==> src/rtl/sfcd_map.svh <==
// Opcode values, field widths and counts for the serial flash command decoder
`ifndef SFCD_MAP_SVH
`define SFCD_MAP_SVH
// =====================================================================
// Array reads
`define SFCD_OP_READ 8'h03
`define SFCD_OP_WREAD 8'h13
`define SFCD_OP_FREAD 8'h0b
`define SFCD_OP_WFREAD 8'h0c
`define SFCD_OP_DOREAD 8'h3b
`define SFCD_OP_WDOREAD 8'h3c
`define SFCD_OP_QOREAD 8'h6b
`define SFCD_OP_WQOREAD 8'h6c
`define SFCD_OP_DIOREAD 8'hbb
`define SFCD_OP_WDIOREAD 8'hbc
`define SFCD_OP_QIOREAD 8'heb
`define SFCD_OP_WQIOREAD 8'hec
`define SFCD_OP_DDRREAD 8'hed
`define SFCD_OP_WDDRREAD 8'hee
// =====================================================================
// Program and erase
`define SFCD_OP_PROG 8'h02
`define SFCD_OP_WPROG 8'h12
`define SFCD_OP_QPROG 8'h32
`define SFCD_OP_WQPROG 8'h34
`define SFCD_OP_SECT_ER 8'h20
`define SFCD_OP_WSECT_ER 8'h21
`define SFCD_OP_HALF_ER 8'h52
`define SFCD_OP_WHALF_ER 8'h53
`define SFCD_OP_BLK_ER 8'hd8
`define SFCD_OP_WBLK_ER 8'hdc
// =====================================================================
// Identification, registers, mode and learning pattern
`define SFCD_OP_MAKER_ID 8'h9f
`define SFCD_OP_PARAM 8'h5a
`define SFCD_OP_QUAD_ID 8'haf
`define SFCD_OP_UNIQ_ID 8'h4b
`define SFCD_OP_STAT1 8'h05
`define SFCD_OP_STAT2 8'h07
`define SFCD_OP_CFG1 8'h35
`define SFCD_OP_CFG2 8'h15
`define SFCD_OP_CFG3 8'h33
`define SFCD_OP_REG_WR 8'h01
`define SFCD_OP_NV_WEN 8'h06
`define SFCD_OP_V_WEN 8'h50
`define SFCD_OP_WIDE_ON 8'hb7
`define SFCD_OP_WIDE_OFF 8'he9
`define SFCD_OP_LRN_RD 8'h41
`define SFCD_OP_LRN_NV 8'h43
`define SFCD_OP_LRN_V 8'h4a
// =====================================================================
// Block lock and pointer region, mode-sized and always-wide forms
`define SFCD_OP_LOCK_RD 8'h3d
`define SFCD_OP_LOCK_SET 8'h36
`define SFCD_OP_LOCK_CLR 8'h39
`define SFCD_OP_PTR_SET 8'hfb
`define SFCD_OP_WLOCK_RD 8'he0
`define SFCD_OP_WLOCK_SET 8'he1
`define SFCD_OP_WLOCK_CLR 8'he2
`define SFCD_OP_WPTR_SET 8'he3
// =====================================================================
// Field widths and counts
`define SFCD_BYTE_BITS 6'h08
`define SFCD_ADDR3_BITS 6'h18
`define SFCD_ADDR4_BITS 6'h20
`define SFCD_REG_WR_LAST 3'h3
`endif

==> src/rtl/sfcd_pkg.sv <==
// Types shared by the serial flash command decoder
package sfcd_pkg;
  // ===================================================================
  // Command phases
  typedef enum logic [2:0] {
    SFCD_IDLE = 3'b000,
    SFCD_OPC  = 3'b001,
    SFCD_ADDR = 3'b010,
    SFCD_DOUT = 3'b011,
    SFCD_DIN  = 3'b100,
    SFCD_WAIT = 3'b101,
    SFCD_SKIP = 3'b110
  } sfcd_phase_t;

  typedef enum logic [1:0] {
    SFCD_AL_NONE = 2'b00,
    SFCD_AL_MODE = 2'b01,
    SFCD_AL_WIDE = 2'b10
  } sfcd_alen_t;

  // Source of the bytes streamed back to the host
  typedef enum logic [3:0] {
    SFCD_SRC_NONE = 4'b0000,
    SFCD_SRC_ARRAY = 4'b0001,
    SFCD_SRC_STAT1 = 4'b0010,
    SFCD_SRC_STAT2 = 4'b0011,
    SFCD_SRC_CFG1 = 4'b0100,
    SFCD_SRC_CFG2 = 4'b0101,
    SFCD_SRC_CFG3 = 4'b0110,
    SFCD_SRC_PARAM = 4'b0111,
    SFCD_SRC_MAKER = 4'b1000,
    SFCD_SRC_QUAD_ID = 4'b1001,
    SFCD_SRC_UNIQ_ID = 4'b1010,
    SFCD_SRC_LEARN = 4'b1011,
    SFCD_SRC_LOCK = 4'b1100
  } sfcd_src_t;

  typedef struct packed {
    logic known;
    logic qpi_ok;
    sfcd_alen_t alen;
    logic dout;
    logic din;
    sfcd_src_t src;
  } sfcd_cmd_t;

  // ===================================================================
  // Decoder state, registered as one word
  typedef struct packed {
    sfcd_phase_t phase;
    logic [2:0] tot_bits;
    logic [5:0] ph_cnt;
    logic [7:0] in_sr;
    logic [7:0] opc;
    sfcd_cmd_t cmd;
    logic [31:0] addr;
    logic wide;
    logic addr_len;
    logic loaded;
    logic nv_wel;
    logic v_wel;
    logic sclk_d;
    logic [7:0] out_sr;
    logic [3:0] out_cnt;
    logic [2:0] wr_idx;
    logic [3:0] io_out;
    logic [3:0] io_oe;
    logic cmd_start;
    logic cmd_done;
    logic cmd_discard;
    logic rd_next;
    logic wr_strobe;
    logic [7:0] wr_data;
  } sfcd_state_t;

  function automatic sfcd_cmd_t sfcd_mk(input logic q,
      input sfcd_alen_t al, input logic dout, input logic din,
      input sfcd_src_t src);
    sfcd_cmd_t c;
    c.known = 1'b1;
    c.qpi_ok = q;
    c.alen = al;
    c.dout = dout;
    c.din = din;
    c.src = src;
    return c;
  endfunction
endpackage

==> src/rtl/sfcd_decoder.sv <==
// Serial flash command front end: framing, opcode and address decode
// =====================================================================
// How it works
// RL1 - Host drops chip select before first clock, holds it low through.
// RL2 - A frame ending off a byte boundary is dropped without effect.
// RL3 - Host drives select, clock, input; device drives output or IO.
// RL4 - Address-length bit set makes legacy commands take four bytes.
// RL5 - Reset or soft reset reloads address length from default bit; a B7 or E9 frame end in the same cycle overrides the soft reset.
// RL6 - Wide read opcodes 13, 0C, BC always take a 32-bit address.
// RL7 - Wide erase opcodes 53, DC always take a 32-bit address.
// RL8 - Legacy 03, 0B, 02 grow to four address bytes in wide mode.
// RL9 - 05 returns status one, 07 status two, not in quad mode.
// RL10 - 35, 15, 33 return config one to three, no address.
// RL11 - 01 writes status one then config one through three.
// RL12 - 06 enables non-volatile writes, 50 volatile register writes.
// RL13 - B7 enters wide address mode, E9 leaves it.
// RL14 - 41 reads pattern, 43 and 4A write learning registers.
// RL15 - 5A streams parameter data after a mode-sized address.
// RL16 - 9F, AF, 4B return identification with no address.
// RL17 - Lock read, lock, unlock and pointer-region use mode address.
// RL18 - Host avoids commands unsupported in quad mode while active.
// RL19 - Unknown opcode: ignore rest of frame, keep output undriven.
// RL20 - Chip select high clears all bit counters.
`include "sfcd_map.svh"

module sfcd_decoder
  import sfcd_pkg::*;
(
  input wire logic core_clk,
  input wire logic rst_b,
  input wire logic cs_b_pin,
  input wire logic sclk_pin,
  input wire logic [3:0] quad_io_lines_in,
  input wire logic addr_len_default_bit,
  input wire logic soft_reset,
  input wire logic quad_peripheral_mode,
  input wire logic write_enable_clear,
  input wire logic [7:0] rd_data,
  output logic [3:0] quad_io_lines_out,
  output logic [3:0] quad_io_lines_oe,
  output logic addr_len_volatile_bit,
  output logic nv_write_enable,
  output logic volatile_write_enable,
  output logic [7:0] cmd_opcode,
  output logic [31:0] cmd_addr,
  output logic cmd_wide,
  output sfcd_src_t rd_src,
  output logic cmd_start,
  output logic cmd_done,
  output logic cmd_discard,
  output logic rd_next,
  output logic wr_strobe,
  output logic [2:0] wr_index,
  output logic [7:0] wr_data
);
  // ===================================================================
  // Pin synchronisers
  logic [5:0] pins_s;
  logic cs_s;
  logic sclk_s;
  logic [3:0] io_s;

  sfcd_sync #(
    .W(6),
    // Select idles high, clock idles low: no false edge after reset
    .RST_VAL(6'h20)
  ) u_sync (
    .core_clk(core_clk),
    .rst_b(rst_b),
    .d({cs_b_pin, sclk_pin, quad_io_lines_in}),
    .q(pins_s)
  );

  assign cs_s = pins_s[5];
  assign sclk_s = pins_s[4];
  assign io_s = pins_s[3:0];

  // ===================================================================
  // Opcode table
  function automatic sfcd_cmd_t sfcd_decode(input logic [7:0] op);
    sfcd_cmd_t c;
    c = '0;
    case (op)
      `SFCD_OP_READ, `SFCD_OP_FREAD, `SFCD_OP_DOREAD, `SFCD_OP_QOREAD,
      `SFCD_OP_DIOREAD: // [RL8]
        c = sfcd_mk(1'b0, SFCD_AL_MODE, 1'b1, 1'b0, SFCD_SRC_ARRAY);
      `SFCD_OP_WREAD, `SFCD_OP_WFREAD, `SFCD_OP_WDOREAD,
      `SFCD_OP_WQOREAD, `SFCD_OP_WDIOREAD: // [RL6]
        c = sfcd_mk(1'b0, SFCD_AL_WIDE, 1'b1, 1'b0, SFCD_SRC_ARRAY);
      `SFCD_OP_QIOREAD, `SFCD_OP_DDRREAD:
        c = sfcd_mk(1'b1, SFCD_AL_MODE, 1'b1, 1'b0, SFCD_SRC_ARRAY);
      `SFCD_OP_WQIOREAD, `SFCD_OP_WDDRREAD:
        c = sfcd_mk(1'b1, SFCD_AL_WIDE, 1'b1, 1'b0, SFCD_SRC_ARRAY);
      `SFCD_OP_PROG, `SFCD_OP_PTR_SET: // [RL8] [RL17]
        c = sfcd_mk(1'b1, SFCD_AL_MODE, 1'b0, 1'b1, SFCD_SRC_NONE);
      `SFCD_OP_WPROG, `SFCD_OP_WPTR_SET:
        c = sfcd_mk(1'b1, SFCD_AL_WIDE, 1'b0, 1'b1, SFCD_SRC_NONE);
      `SFCD_OP_QPROG:
        c = sfcd_mk(1'b0, SFCD_AL_MODE, 1'b0, 1'b1, SFCD_SRC_NONE);
      `SFCD_OP_WQPROG:
        c = sfcd_mk(1'b0, SFCD_AL_WIDE, 1'b0, 1'b1, SFCD_SRC_NONE);
      `SFCD_OP_SECT_ER, `SFCD_OP_HALF_ER, `SFCD_OP_BLK_ER,
      `SFCD_OP_LOCK_SET, `SFCD_OP_LOCK_CLR: // [RL17]
        c = sfcd_mk(1'b1, SFCD_AL_MODE, 1'b0, 1'b0, SFCD_SRC_NONE);
      `SFCD_OP_WSECT_ER, `SFCD_OP_WHALF_ER, `SFCD_OP_WBLK_ER,
      `SFCD_OP_WLOCK_SET, `SFCD_OP_WLOCK_CLR: // [RL7]
        c = sfcd_mk(1'b1, SFCD_AL_WIDE, 1'b0, 1'b0, SFCD_SRC_NONE);
      `SFCD_OP_LOCK_RD: // [RL17]
        c = sfcd_mk(1'b1, SFCD_AL_MODE, 1'b1, 1'b0, SFCD_SRC_LOCK);
      `SFCD_OP_WLOCK_RD:
        c = sfcd_mk(1'b1, SFCD_AL_WIDE, 1'b1, 1'b0, SFCD_SRC_LOCK);
      `SFCD_OP_PARAM: // [RL15]
        c = sfcd_mk(1'b1, SFCD_AL_MODE, 1'b1, 1'b0, SFCD_SRC_PARAM);
      `SFCD_OP_MAKER_ID: // [RL16]
        c = sfcd_mk(1'b1, SFCD_AL_NONE, 1'b1, 1'b0, SFCD_SRC_MAKER);
      `SFCD_OP_QUAD_ID: // [RL16]
        c = sfcd_mk(1'b1, SFCD_AL_NONE, 1'b1, 1'b0, SFCD_SRC_QUAD_ID);
      `SFCD_OP_UNIQ_ID: // [RL16]
        c = sfcd_mk(1'b1, SFCD_AL_NONE, 1'b1, 1'b0, SFCD_SRC_UNIQ_ID);
      `SFCD_OP_STAT1: // [RL9]
        c = sfcd_mk(1'b1, SFCD_AL_NONE, 1'b1, 1'b0, SFCD_SRC_STAT1);
      `SFCD_OP_STAT2: // [RL9]
        c = sfcd_mk(1'b0, SFCD_AL_NONE, 1'b1, 1'b0, SFCD_SRC_STAT2);
      `SFCD_OP_CFG1: // [RL10]
        c = sfcd_mk(1'b0, SFCD_AL_NONE, 1'b1, 1'b0, SFCD_SRC_CFG1);
      `SFCD_OP_CFG2: // [RL10]
        c = sfcd_mk(1'b0, SFCD_AL_NONE, 1'b1, 1'b0, SFCD_SRC_CFG2);
      `SFCD_OP_CFG3: // [RL10]
        c = sfcd_mk(1'b0, SFCD_AL_NONE, 1'b1, 1'b0, SFCD_SRC_CFG3);
      `SFCD_OP_LRN_RD: // [RL14]
        c = sfcd_mk(1'b1, SFCD_AL_NONE, 1'b1, 1'b0, SFCD_SRC_LEARN);
      `SFCD_OP_REG_WR, `SFCD_OP_LRN_NV, `SFCD_OP_LRN_V: // [RL11] [RL14]
        c = sfcd_mk(1'b1, SFCD_AL_NONE, 1'b0, 1'b1, SFCD_SRC_NONE);
      `SFCD_OP_NV_WEN, `SFCD_OP_V_WEN, `SFCD_OP_WIDE_ON,
      `SFCD_OP_WIDE_OFF: // [RL12] [RL13]
        c = sfcd_mk(1'b1, SFCD_AL_NONE, 1'b0, 1'b0, SFCD_SRC_NONE);
      default:
        c = '0;
    endcase
    return c;
  endfunction

  // Phase that follows the opcode or the address
  function automatic sfcd_phase_t sfcd_body(input sfcd_cmd_t c);
    if (c.dout) begin
      return SFCD_DOUT;
    end else if (c.din) begin
      return SFCD_DIN;
    end else begin
      return SFCD_WAIT;
    end
  endfunction

  // ===================================================================
  // Next-state logic
  sfcd_state_t st_r;
  sfcd_state_t st_nxt;
  logic sclk_rise;
  logic sclk_fall;
  logic [2:0] step;
  logic [7:0] byte_nxt;
  logic [5:0] cnt_nxt;
  logic [5:0] addr_bits;
  logic [7:0] dsrc;
  sfcd_cmd_t dec;

  assign sclk_rise = sclk_s & ~st_r.sclk_d;
  assign sclk_fall = ~sclk_s & st_r.sclk_d;
  assign step = quad_peripheral_mode ? 3'h4 : 3'h1;
  assign byte_nxt = quad_peripheral_mode ? {st_r.in_sr[3:0], io_s}
                                         : {st_r.in_sr[6:0], io_s[0]};
  assign cnt_nxt = st_r.ph_cnt + {3'h0, step};
  assign addr_bits = st_r.wide ? `SFCD_ADDR4_BITS : `SFCD_ADDR3_BITS;
  assign dec = sfcd_decode(byte_nxt);
  assign dsrc = (st_r.out_cnt == 4'h0) ? rd_data : st_r.out_sr;

  always_comb begin
    st_nxt = st_r;
    st_nxt.cmd_start = 1'b0;
    st_nxt.cmd_done = 1'b0;
    st_nxt.cmd_discard = 1'b0;
    st_nxt.rd_next = 1'b0;
    st_nxt.wr_strobe = 1'b0;
    st_nxt.sclk_d = sclk_s;
    // Strap is caught on the first clock after reset release
    if (!st_r.loaded || soft_reset) begin
      st_nxt.addr_len = addr_len_default_bit; // [RL5]
      st_nxt.loaded = 1'b1;
    end
    if (write_enable_clear) begin
      st_nxt.nv_wel = 1'b0;
      st_nxt.v_wel = 1'b0;
    end
    if (cs_s) begin
      // Frame end; commands act here so a torn frame has no effect
      if (st_r.tot_bits != 3'h0) begin
        st_nxt.cmd_discard = 1'b1; // [RL2]
      end else if (st_r.phase inside {SFCD_DOUT, SFCD_DIN, SFCD_WAIT})
      begin
        st_nxt.cmd_done = 1'b1;
        case (st_r.opc)
          `SFCD_OP_NV_WEN: st_nxt.nv_wel = 1'b1; // [RL12]
          `SFCD_OP_V_WEN: st_nxt.v_wel = 1'b1; // [RL12]
          `SFCD_OP_WIDE_ON: st_nxt.addr_len = 1'b1; // [RL13]
          `SFCD_OP_WIDE_OFF: st_nxt.addr_len = 1'b0; // [RL13]
          default: st_nxt.cmd_done = 1'b1;
        endcase
      end else if (st_r.phase == SFCD_ADDR) begin
        st_nxt.cmd_discard = 1'b1;
      end
      st_nxt.phase = SFCD_IDLE;
      st_nxt.tot_bits = 3'h0; // [RL20]
      st_nxt.ph_cnt = 6'h00; // [RL20]
      st_nxt.out_cnt = 4'h0;
      st_nxt.wr_idx = 3'h0;
      st_nxt.io_oe = 4'h0;
    end else begin
      if (st_r.phase == SFCD_IDLE) begin
        st_nxt.phase = SFCD_OPC; // [RL1]
      end
      if (sclk_rise && st_r.phase != SFCD_IDLE) begin
        st_nxt.tot_bits = st_r.tot_bits + step;
        st_nxt.ph_cnt = cnt_nxt;
        unique case (st_r.phase)
          SFCD_OPC: begin
            st_nxt.in_sr = byte_nxt;
            if (cnt_nxt == `SFCD_BYTE_BITS) begin
              st_nxt.opc = byte_nxt;
              st_nxt.cmd = dec;
              st_nxt.ph_cnt = 6'h00;
              st_nxt.addr = 32'h0000_0000;
              st_nxt.wide = (dec.alen == SFCD_AL_WIDE) ||
                            st_r.addr_len; // [RL4] [RL6] [RL7]
              // Quad-mode exclusions treated as unknown
              if (!dec.known ||
                  (quad_peripheral_mode && !dec.qpi_ok)) begin
                st_nxt.phase = SFCD_SKIP; // [RL19]
              end else if (dec.alen != SFCD_AL_NONE) begin
                st_nxt.phase = SFCD_ADDR;
              end else begin
                st_nxt.phase = sfcd_body(dec);
                st_nxt.cmd_start = 1'b1;
              end
            end
          end
          SFCD_ADDR: begin
            st_nxt.addr = quad_peripheral_mode
                          ? {st_r.addr[27:0], io_s}
                          : {st_r.addr[30:0], io_s[0]};
            if (cnt_nxt == addr_bits) begin // [RL4] [RL8]
              st_nxt.phase = sfcd_body(st_r.cmd);
              st_nxt.ph_cnt = 6'h00;
              st_nxt.cmd_start = 1'b1;
            end
          end
          SFCD_DIN: begin
            st_nxt.in_sr = byte_nxt;
            if (cnt_nxt == `SFCD_BYTE_BITS) begin
              st_nxt.ph_cnt = 6'h00;
              st_nxt.wr_strobe = 1'b1;
              st_nxt.wr_data = byte_nxt;
              st_nxt.wr_idx = st_r.wr_idx;
              if (st_r.wr_idx != 3'h7) begin
                st_nxt.wr_idx = st_r.wr_idx + 3'h1;
              end
              // Status one then config one to three, extras ignored
              if (st_r.opc == `SFCD_OP_REG_WR &&
                  st_r.wr_idx == `SFCD_REG_WR_LAST) begin
                st_nxt.phase = SFCD_WAIT; // [RL11]
              end
            end
          end
          SFCD_DOUT, SFCD_WAIT, SFCD_SKIP: begin
            st_nxt.ph_cnt = 6'h00;
          end
          default: begin
            st_nxt.ph_cnt = 6'h00;
          end
        endcase
      end
      // Output shifts on the falling edge, MSB first
      if (sclk_fall && st_r.phase == SFCD_DOUT) begin // [RL3]
        st_nxt.rd_next = (st_r.out_cnt == 4'h0);
        if (quad_peripheral_mode) begin
          st_nxt.io_out = dsrc[7:4];
          st_nxt.io_oe = 4'hf;
          st_nxt.out_sr = {dsrc[3:0], 4'h0};
          st_nxt.out_cnt = (st_r.out_cnt == 4'h0) ? 4'h4
                           : st_r.out_cnt - 4'h4;
        end else begin
          st_nxt.io_out = {2'h0, dsrc[7], 1'b0};
          st_nxt.io_oe = 4'h2;
          st_nxt.out_sr = {dsrc[6:0], 1'b0};
          st_nxt.out_cnt = (st_r.out_cnt == 4'h0) ? 4'h7
                           : st_r.out_cnt - 4'h1;
        end
      end
      if (st_r.phase != SFCD_DOUT) begin
        st_nxt.io_oe = 4'h0; // [RL19]
      end
    end
  end

  always_ff @(posedge core_clk or negedge rst_b) begin
    if (!rst_b) begin
      st_r <= '0;
    end else begin
      st_r <= st_nxt;
    end
  end

  // ===================================================================
  // Outputs
  assign quad_io_lines_out = st_r.io_out;
  assign quad_io_lines_oe = st_r.io_oe;
  assign addr_len_volatile_bit = st_r.addr_len;
  assign nv_write_enable = st_r.nv_wel;
  assign volatile_write_enable = st_r.v_wel;
  assign cmd_opcode = st_r.opc;
  assign cmd_addr = st_r.addr;
  assign cmd_wide = st_r.wide;
  assign rd_src = st_r.cmd.src;
  assign cmd_start = st_r.cmd_start;
  assign cmd_done = st_r.cmd_done;
  assign cmd_discard = st_r.cmd_discard;
  assign rd_next = st_r.rd_next;
  assign wr_strobe = st_r.wr_strobe;
  assign wr_index = st_r.wr_idx;
  assign wr_data = st_r.wr_data;

  // ===================================================================
  // Checks
  property p_torn_frame;
    @(posedge core_clk) disable iff (!rst_b)
    cs_s && st_r.tot_bits != 3'h0 |=> cmd_discard && !cmd_done;
  endproperty
  a_torn_frame: assert property (p_torn_frame) // [RL2]
    else $error("torn frame not discarded");

  property p_wide_read;
    @(posedge core_clk) disable iff (!rst_b)
    cmd_start && cmd_opcode inside {`SFCD_OP_WREAD, `SFCD_OP_WFREAD,
      `SFCD_OP_WDIOREAD} |-> cmd_wide && rd_src == SFCD_SRC_ARRAY;
  endproperty
  a_wide_read: assert property (p_wide_read) // [RL6]
    else $error("wide read without 32-bit address");

  property p_wide_erase;
    @(posedge core_clk) disable iff (!rst_b)
    cmd_start && cmd_opcode inside {`SFCD_OP_WHALF_ER,
      `SFCD_OP_WBLK_ER} |-> cmd_wide && $past(st_r.ph_cnt) == 6'h1f
      || cmd_wide && quad_peripheral_mode;
  endproperty
  a_wide_erase: assert property (p_wide_erase) // [RL7]
    else $error("wide erase address length wrong");

  property p_legacy_len;
    @(posedge core_clk) disable iff (!rst_b)
    cmd_start && cmd_opcode inside {`SFCD_OP_READ, `SFCD_OP_FREAD,
      `SFCD_OP_PROG, `SFCD_OP_PARAM} |-> cmd_wide == addr_len_volatile_bit;
  endproperty
  a_legacy_len: assert property (p_legacy_len) // [RL8]
    else $error("legacy address length ignores mode bit");

  property p_wide_on;
    @(posedge core_clk) disable iff (!rst_b)
    cmd_done && cmd_opcode == `SFCD_OP_WIDE_ON |-> addr_len_volatile_bit
      ##1 !cmd_done;
  endproperty
  a_wide_on: assert property (p_wide_on) // [RL13]
    else $error("wide address mode not entered");

  property p_soft_reset;
    @(posedge core_clk) disable iff (!rst_b)
    soft_reset && !cmd_done ##1 !cmd_done |->
      addr_len_volatile_bit == $past(addr_len_default_bit);
  endproperty
  a_soft_reset: assert property (p_soft_reset) // [RL5]
    else $error("address length not reloaded");

  property p_status_src;
    @(posedge core_clk) disable iff (!rst_b)
    st_r.phase == SFCD_DOUT && cmd_opcode == `SFCD_OP_STAT1 |->
      rd_src == SFCD_SRC_STAT1;
  endproperty
  a_status_src: assert property (p_status_src) // [RL9]
    else $error("status one read wrong source");

  property p_skip_quiet;
    @(posedge core_clk) disable iff (!rst_b)
    st_r.phase == SFCD_SKIP |=> quad_io_lines_oe == 4'h0 && !rd_next;
  endproperty
  a_skip_quiet: assert property (p_skip_quiet) // [RL19]
    else $error("output driven on unknown opcode");

  property p_cs_clear;
    @(posedge core_clk) disable iff (!rst_b)
    cs_s |=> st_r.ph_cnt == 6'h00 && st_r.tot_bits == 3'h0 &&
      st_r.phase == SFCD_IDLE;
  endproperty
  a_cs_clear: assert property (p_cs_clear) // [RL20]
    else $error("counters not cleared with select high");

  property p_nv_wen;
    @(posedge core_clk) disable iff (!rst_b)
    cmd_done && cmd_opcode == `SFCD_OP_NV_WEN |-> nv_write_enable;
  endproperty
  a_nv_wen: assert property (p_nv_wen) // [RL12]
    else $error("non-volatile write enable not set");
endmodule // sfcd_decoder

==> src/rtl/sfcd_sync.sv <==
// Two-stage synchroniser for the host pins
module sfcd_sync #(
  parameter int W = 1,
  parameter logic [W-1:0] RST_VAL = '0
) (
  input wire logic core_clk,
  input wire logic rst_b,
  input wire logic [W-1:0] d,
  output logic [W-1:0] q
);
  // ===================================================================
  // First stage feeds the second stage only
  logic [W-1:0] meta_r;

  always_ff @(posedge core_clk or negedge rst_b) begin
    if (!rst_b) begin
      meta_r <= RST_VAL;
      q <= RST_VAL;
    end else begin
      meta_r <= d;
      q <= meta_r;
    end
  end
endmodule // sfcd_sync

==> config.mk <==
export PLATFORM = sky130hd
export DESIGN_NAME = sfcd_decoder
export DESIGN_NICKNAME = d
export VERILOG_FILES = /design/src/rtl/sfcd_pkg.sv /design/src/rtl/sfcd_decoder.sv /design/src/rtl/sfcd_sync.sv
export VERILOG_INCLUDE_DIRS = /design/src /design/src/rtl
export SDC_FILE = /design/constraint.sdc
export NUM_CORES = 1
export LEC_CHECK = 0
export ABC_AREA = 0
export BUFFER_PORTS_ARGS = -buffer_cell sky130_fd_sc_hd__buf_2
export CAP_MARGIN = 5
export CORE_ASPECT_RATIO = 1.25
export CORE_UTILIZATION = 54
export CTS_BUF_LIST = sky130_fd_sc_hd__clkbuf_8
export CTS_CLUSTER_DIAMETER = 150
export CTS_CLUSTER_SIZE = 8
export DETAILED_ROUTE_END_ITERATION = 16
export PLACE_DENSITY_LB_ADDON = 0.25
export SYNTH_ARGS = -nofsm -noshare
export SYNTH_HDL_FRONTEND = slang
export SYNTH_SLANG_ARGS = --single-unit
==> constraint.sdc <==
create_clock -name core_clk -period 2.5 [get_ports core_clk]
set_input_delay 0.25 -clock core_clk [delete_from_list [all_inputs] [get_ports core_clk]]
set_output_delay 0.25 -clock core_clk [all_outputs]
set_load 0.02 [all_outputs]
==> impl_metrics.csv <==
group,metric,value,unit
status,outcome,"finished, violations left",
status,failed_checks,"setup timing",
sta,setup_ws,-192,ps
final_layout,fin_nets,912,
synth,synth_area_per_cell,9.37,µm²
sta,max_slew_margin,49.0,%
worst_setup_path,worstSetupPathType,"reg -> reg",
synth,postSynthNetCount,768,
worst_setup_path,critPathArrivalTime,3010,ps
final_layout,num_antenna_cells,0,
power_and_ir_drop,switching_share,33.2,%
final_layout,fillers,892,
sta,fin_crit_sh,108,%
power_and_ir_drop,power_per_cell_area,571,nW/µm²
cts,htree_num_levels,4,
sta,shortest_clock_period_the_worst_path_allows_after_layout,2690,ps
sta,final-max-slew-violation-count,0,
synth,synth_cell_types,76,
synth,syn_area,6930,µm²
power_and_ir_drop,total_power,5160,µW
sta,total_negative_slack,-2690,ps
synth,post_synthesis_sequential_area_ratio,42.0,%
synth,postSynth.topFlopCell,"sky130_fd_sc_hd__dfrtp_1",
power_and_ir_drop,power.share.combinational,29.9,%
sta,hold_violation_total_from_the_final_report,0,
floorplan,rows,45,
cts,clockRootBuffer,"sky130_fd_sc_hd__clkbuf_8",
global_route,grtUsageTotal,31.1,%
synth,post_synth_inst_count,739,
sta,report.final.setup_viol,46,
worst_setup_path,maximum_net_fanout_on_the_critical_path,4,
final_layout,drive_above_1_share,44.0,%
cts,cts_tree,"done",
sta,holdWs,103,ps
route,firstDrtPassIters,5,
power_and_ir_drop,total_leakage_power,0.00428,µW
cts,cts-buffers-inserted,17,
placement,gp_congestion,0.923,
placement,dpl_worst_slack,-263,ps
worst_setup_path,endpoint_kind,"register",
placement,place_hpwl,14200,µm
placement,placed_area,8080,µm²
global_route,grt_pass1_wl,31000,µm
power_and_ir_drop,power.share.sequential,39.8,%
floorplan,die_height,129,µm
route,drc_violation_count_after_routing,0,
worst_hold_path,worst_hold_path_type,"in -> reg",
sta,worst_pin_slew,743,ps
placement,numPortBuffers,91,
power_and_ir_drop,p_switching,1710,µW
job,max_cap_violations,0,
final_layout,fin_area,9040,µm²
worst_setup_path,regToRegSetupSlack,-190,ps
route,wl_per_cell,19.3,µm
cts,clk-insertion-delay-late,440,ps
synth,synth_top_cells_by_area,"sky130_fd_sc_hd__dfrtp_1 41%, sky130_fd_sc_hd__mux2i_1 7.2%, sky130_fd_sc_hd__buf_4 6.9%",
route,drt-vias-per-instance,5.93,
global_route,overflow,0,
power_and_ir_drop,clockPowerShare,30.2,%
route,drt-total-wl,20500,µm
power_and_ir_drop,internal-power,3450,µW
sta,grt_setup_unrepaired,"true",
cts,clock-sinks,116,
global_route,vias_in_the_first_global_route,6178,
floorplan,floorplan.initialDensity,56.2,%
synth,yosys_warnings,0,
floorplan,core_region_area,12300,µm²
floorplan,die_area,13300,µm²
synth,synth_area_leader_cell,"sky130_fd_sc_hd__dfrtp_1",
worst_setup_path,crit_path_start_kind,"register",
route,drt.antenna.violating_nets,0,
sta,fin_skew,17.2,ps
floorplan,die_wd,103,µm
synth,postSynth.asyncResetShare,100,%
route,drtIter0Drc,380,
synth,synth-seq-cells,116,
floorplan,boundaryPins,92,
global_route,grt_start_max_net_pins,54,
cts,clkSlewWorstSetupHoldPaths,80,ps
worst_setup_path,cp_data_required_time,2820,ps
cts,buffers_from_clock_root_to_sink_at_most,2,
synth,synth_enable_flop_cells,0,
route,vias,6282,
sta,max_clock_freq,0.372,GHz
power_and_ir_drop,peakVddDrop,0.413,mV
synth,synth_top_area_share,41.2,%
final_layout,area_delta_synth_final,30.5,%
global_route,antenna_found_initial,0,
-- Yosys cell counts, types with 11 or more instances --
cell and count:
sky130_fd_sc_hd__o21ai_0 57, sky130_fd_sc_hd__nor3_1 22, sky130_fd_sc_hd__or3_1 11, sky130_fd_sc_hd__a211oi_1 13, sky130_fd_sc_hd__nor2_1 56, sky130_fd_sc_hd__nand3_1 44, sky130_fd_sc_hd__nand2_1 56, sky130_fd_sc_hd__mux2i_1 50
sky130_fd_sc_hd__clkbuf_1 26, sky130_fd_sc_hd__dfrtp_1 114, sky130_fd_sc_hd__buf_4 64, sky130_fd_sc_hd__inv_1 14, sky130_fd_sc_hd__a21oi_1 29
-- worst max-delay path: stages (launching register included) --
cell	delay, ps
sky130_fd_sc_hd__dfrtp_1	420
sky130_fd_sc_hd__ha_4	250
sky130_fd_sc_hd__buf_12	130
sky130_fd_sc_hd__a31oi_4	310
sky130_fd_sc_hd__o2111ai_2	170
sky130_fd_sc_hd__and4b_1	300
sky130_fd_sc_hd__nor3_2	60
sky130_fd_sc_hd__or2_1	250
sky130_fd_sc_hd__or4_1	470
sky130_fd_sc_hd__a31o_1	220
-- through the flow --
step,util (%),cells
3_5_place_dp,65.6,1001
4_1_cts,70.3,1046
6_report,73.3,1060
5_1_grt,73.3,1060
2_1_floorplan,-,739
3_3_place_gp,65.6,1001
-- metal layers --
metal	wire [µm]	global-route usage, %	share of wire, %
met1	8190	38.3	40
met2	10500	51.4	51
met3	994	5.54	4.9
met4	767	17.0	3.7
met5	0	0	0
-- cells by family (layout without fill, tap and decap cells) --
kind of cell               after synthesis  after routing  share of synthesized area [%]
and+or+nand+nor                        258            258                           19.9
AOI/OAI and AO/OA                      168            168                           16.3
buffers and inverters                  119            276                           10.4
DFF                                    116            116                           42.0
muxes                                   57             57                           8.40
xor gates and xnor gates                11             11                           1.39
adders and majority gates                9              9                           1.63
other                                    1              1                         0.0541
-- final timing paths --
| check | startpoint | to | cells past startpoint |
|---|---|---|---|
| worst max-delay path | st_r[102] | st_r[110] | 9 |
| worst min-delay path | write_enable_clear | volatile_write_enable | 3 |
| worst max register to register | st_r[102] | st_r[110] | 9 |
| worst min register to register | u_sync.meta_r[0] | u_sync.q[0] | 0 |
| max in group asynchronous | rst_b | u_sync.q[5] | 3 |
| min in group asynchronous | rst_b | st_r[33] | 2 |
-- layout by cell type, fill, tap and decap left out, drive strengths merged, types with 5 or more instances in the layout --
master	count
xnor2	5
ha	9
mux2	6
clkbuf	17
a21o	6
nand3	44
nand3b	7
mux2i	51
or4	5
nor3	23
a21oi	29
o211ai	5
nand2b	6
nor3b	5
or3b	6
a31oi	5
dlygate4sd3	7
dfrtp	114
o31ai	8
a22o	5
nand2	56
inv	16
buf	223
o21ai	59
and3	6
and2	9
a211oi	15
or3	12
xor2	6
nor2	57
clkinv	9
-- power groups by stage --
stage / clock (µW) / sequential [µW] / combinational [µW]
floorplan: 0 / 2030 / 663
global placement: 0 / 2090 / 1260
detailed placement: 0 / 2090 / 1270
CTS: 1590 / 2060 / 1330
global route: 1670 / 2060 / 1640
finish: 1560 / 2060 / 1540
-- area by class of cell --
class                   count  area, µm²  share of cell area, %
inverters                  14       55.1                  0.609
well taps                 164        205                   2.27
flip-flops and latches    116       2910                   32.2
clock inverters            15        120                   1.33
multi-input cells         504       3910                   43.3
repair buffers            230       1600                   17.7
clock buffers              17        234                   2.59
-- state kept, by name (all words and copies together), names as in the netlist, 2 cells and up --
| name | count |
|---|---|
| st_r | 34 |
| cmd_addr | 32 |
| cmd_opcode | 8 |
| wr_data | 8 |
| u_sync.meta_r | 6 |
| u_sync.q | 6 |
| quad_io_lines_out | 4 |
| rd_src | 4 |
| wr_index | 3 |
| quad_io_lines_oe | 2 |
-- what timing repair did --
item / CTS / global route
gates resized for setup: 25 / 65
setup endpoints to repair: 53 / 25
hold buffers: 7 / 0
pin swaps: 9 / 25
endpoints found under the hold margin: 47 / 0
setup buffers: 6 / 14
Power figures use the tool's default switching activity.
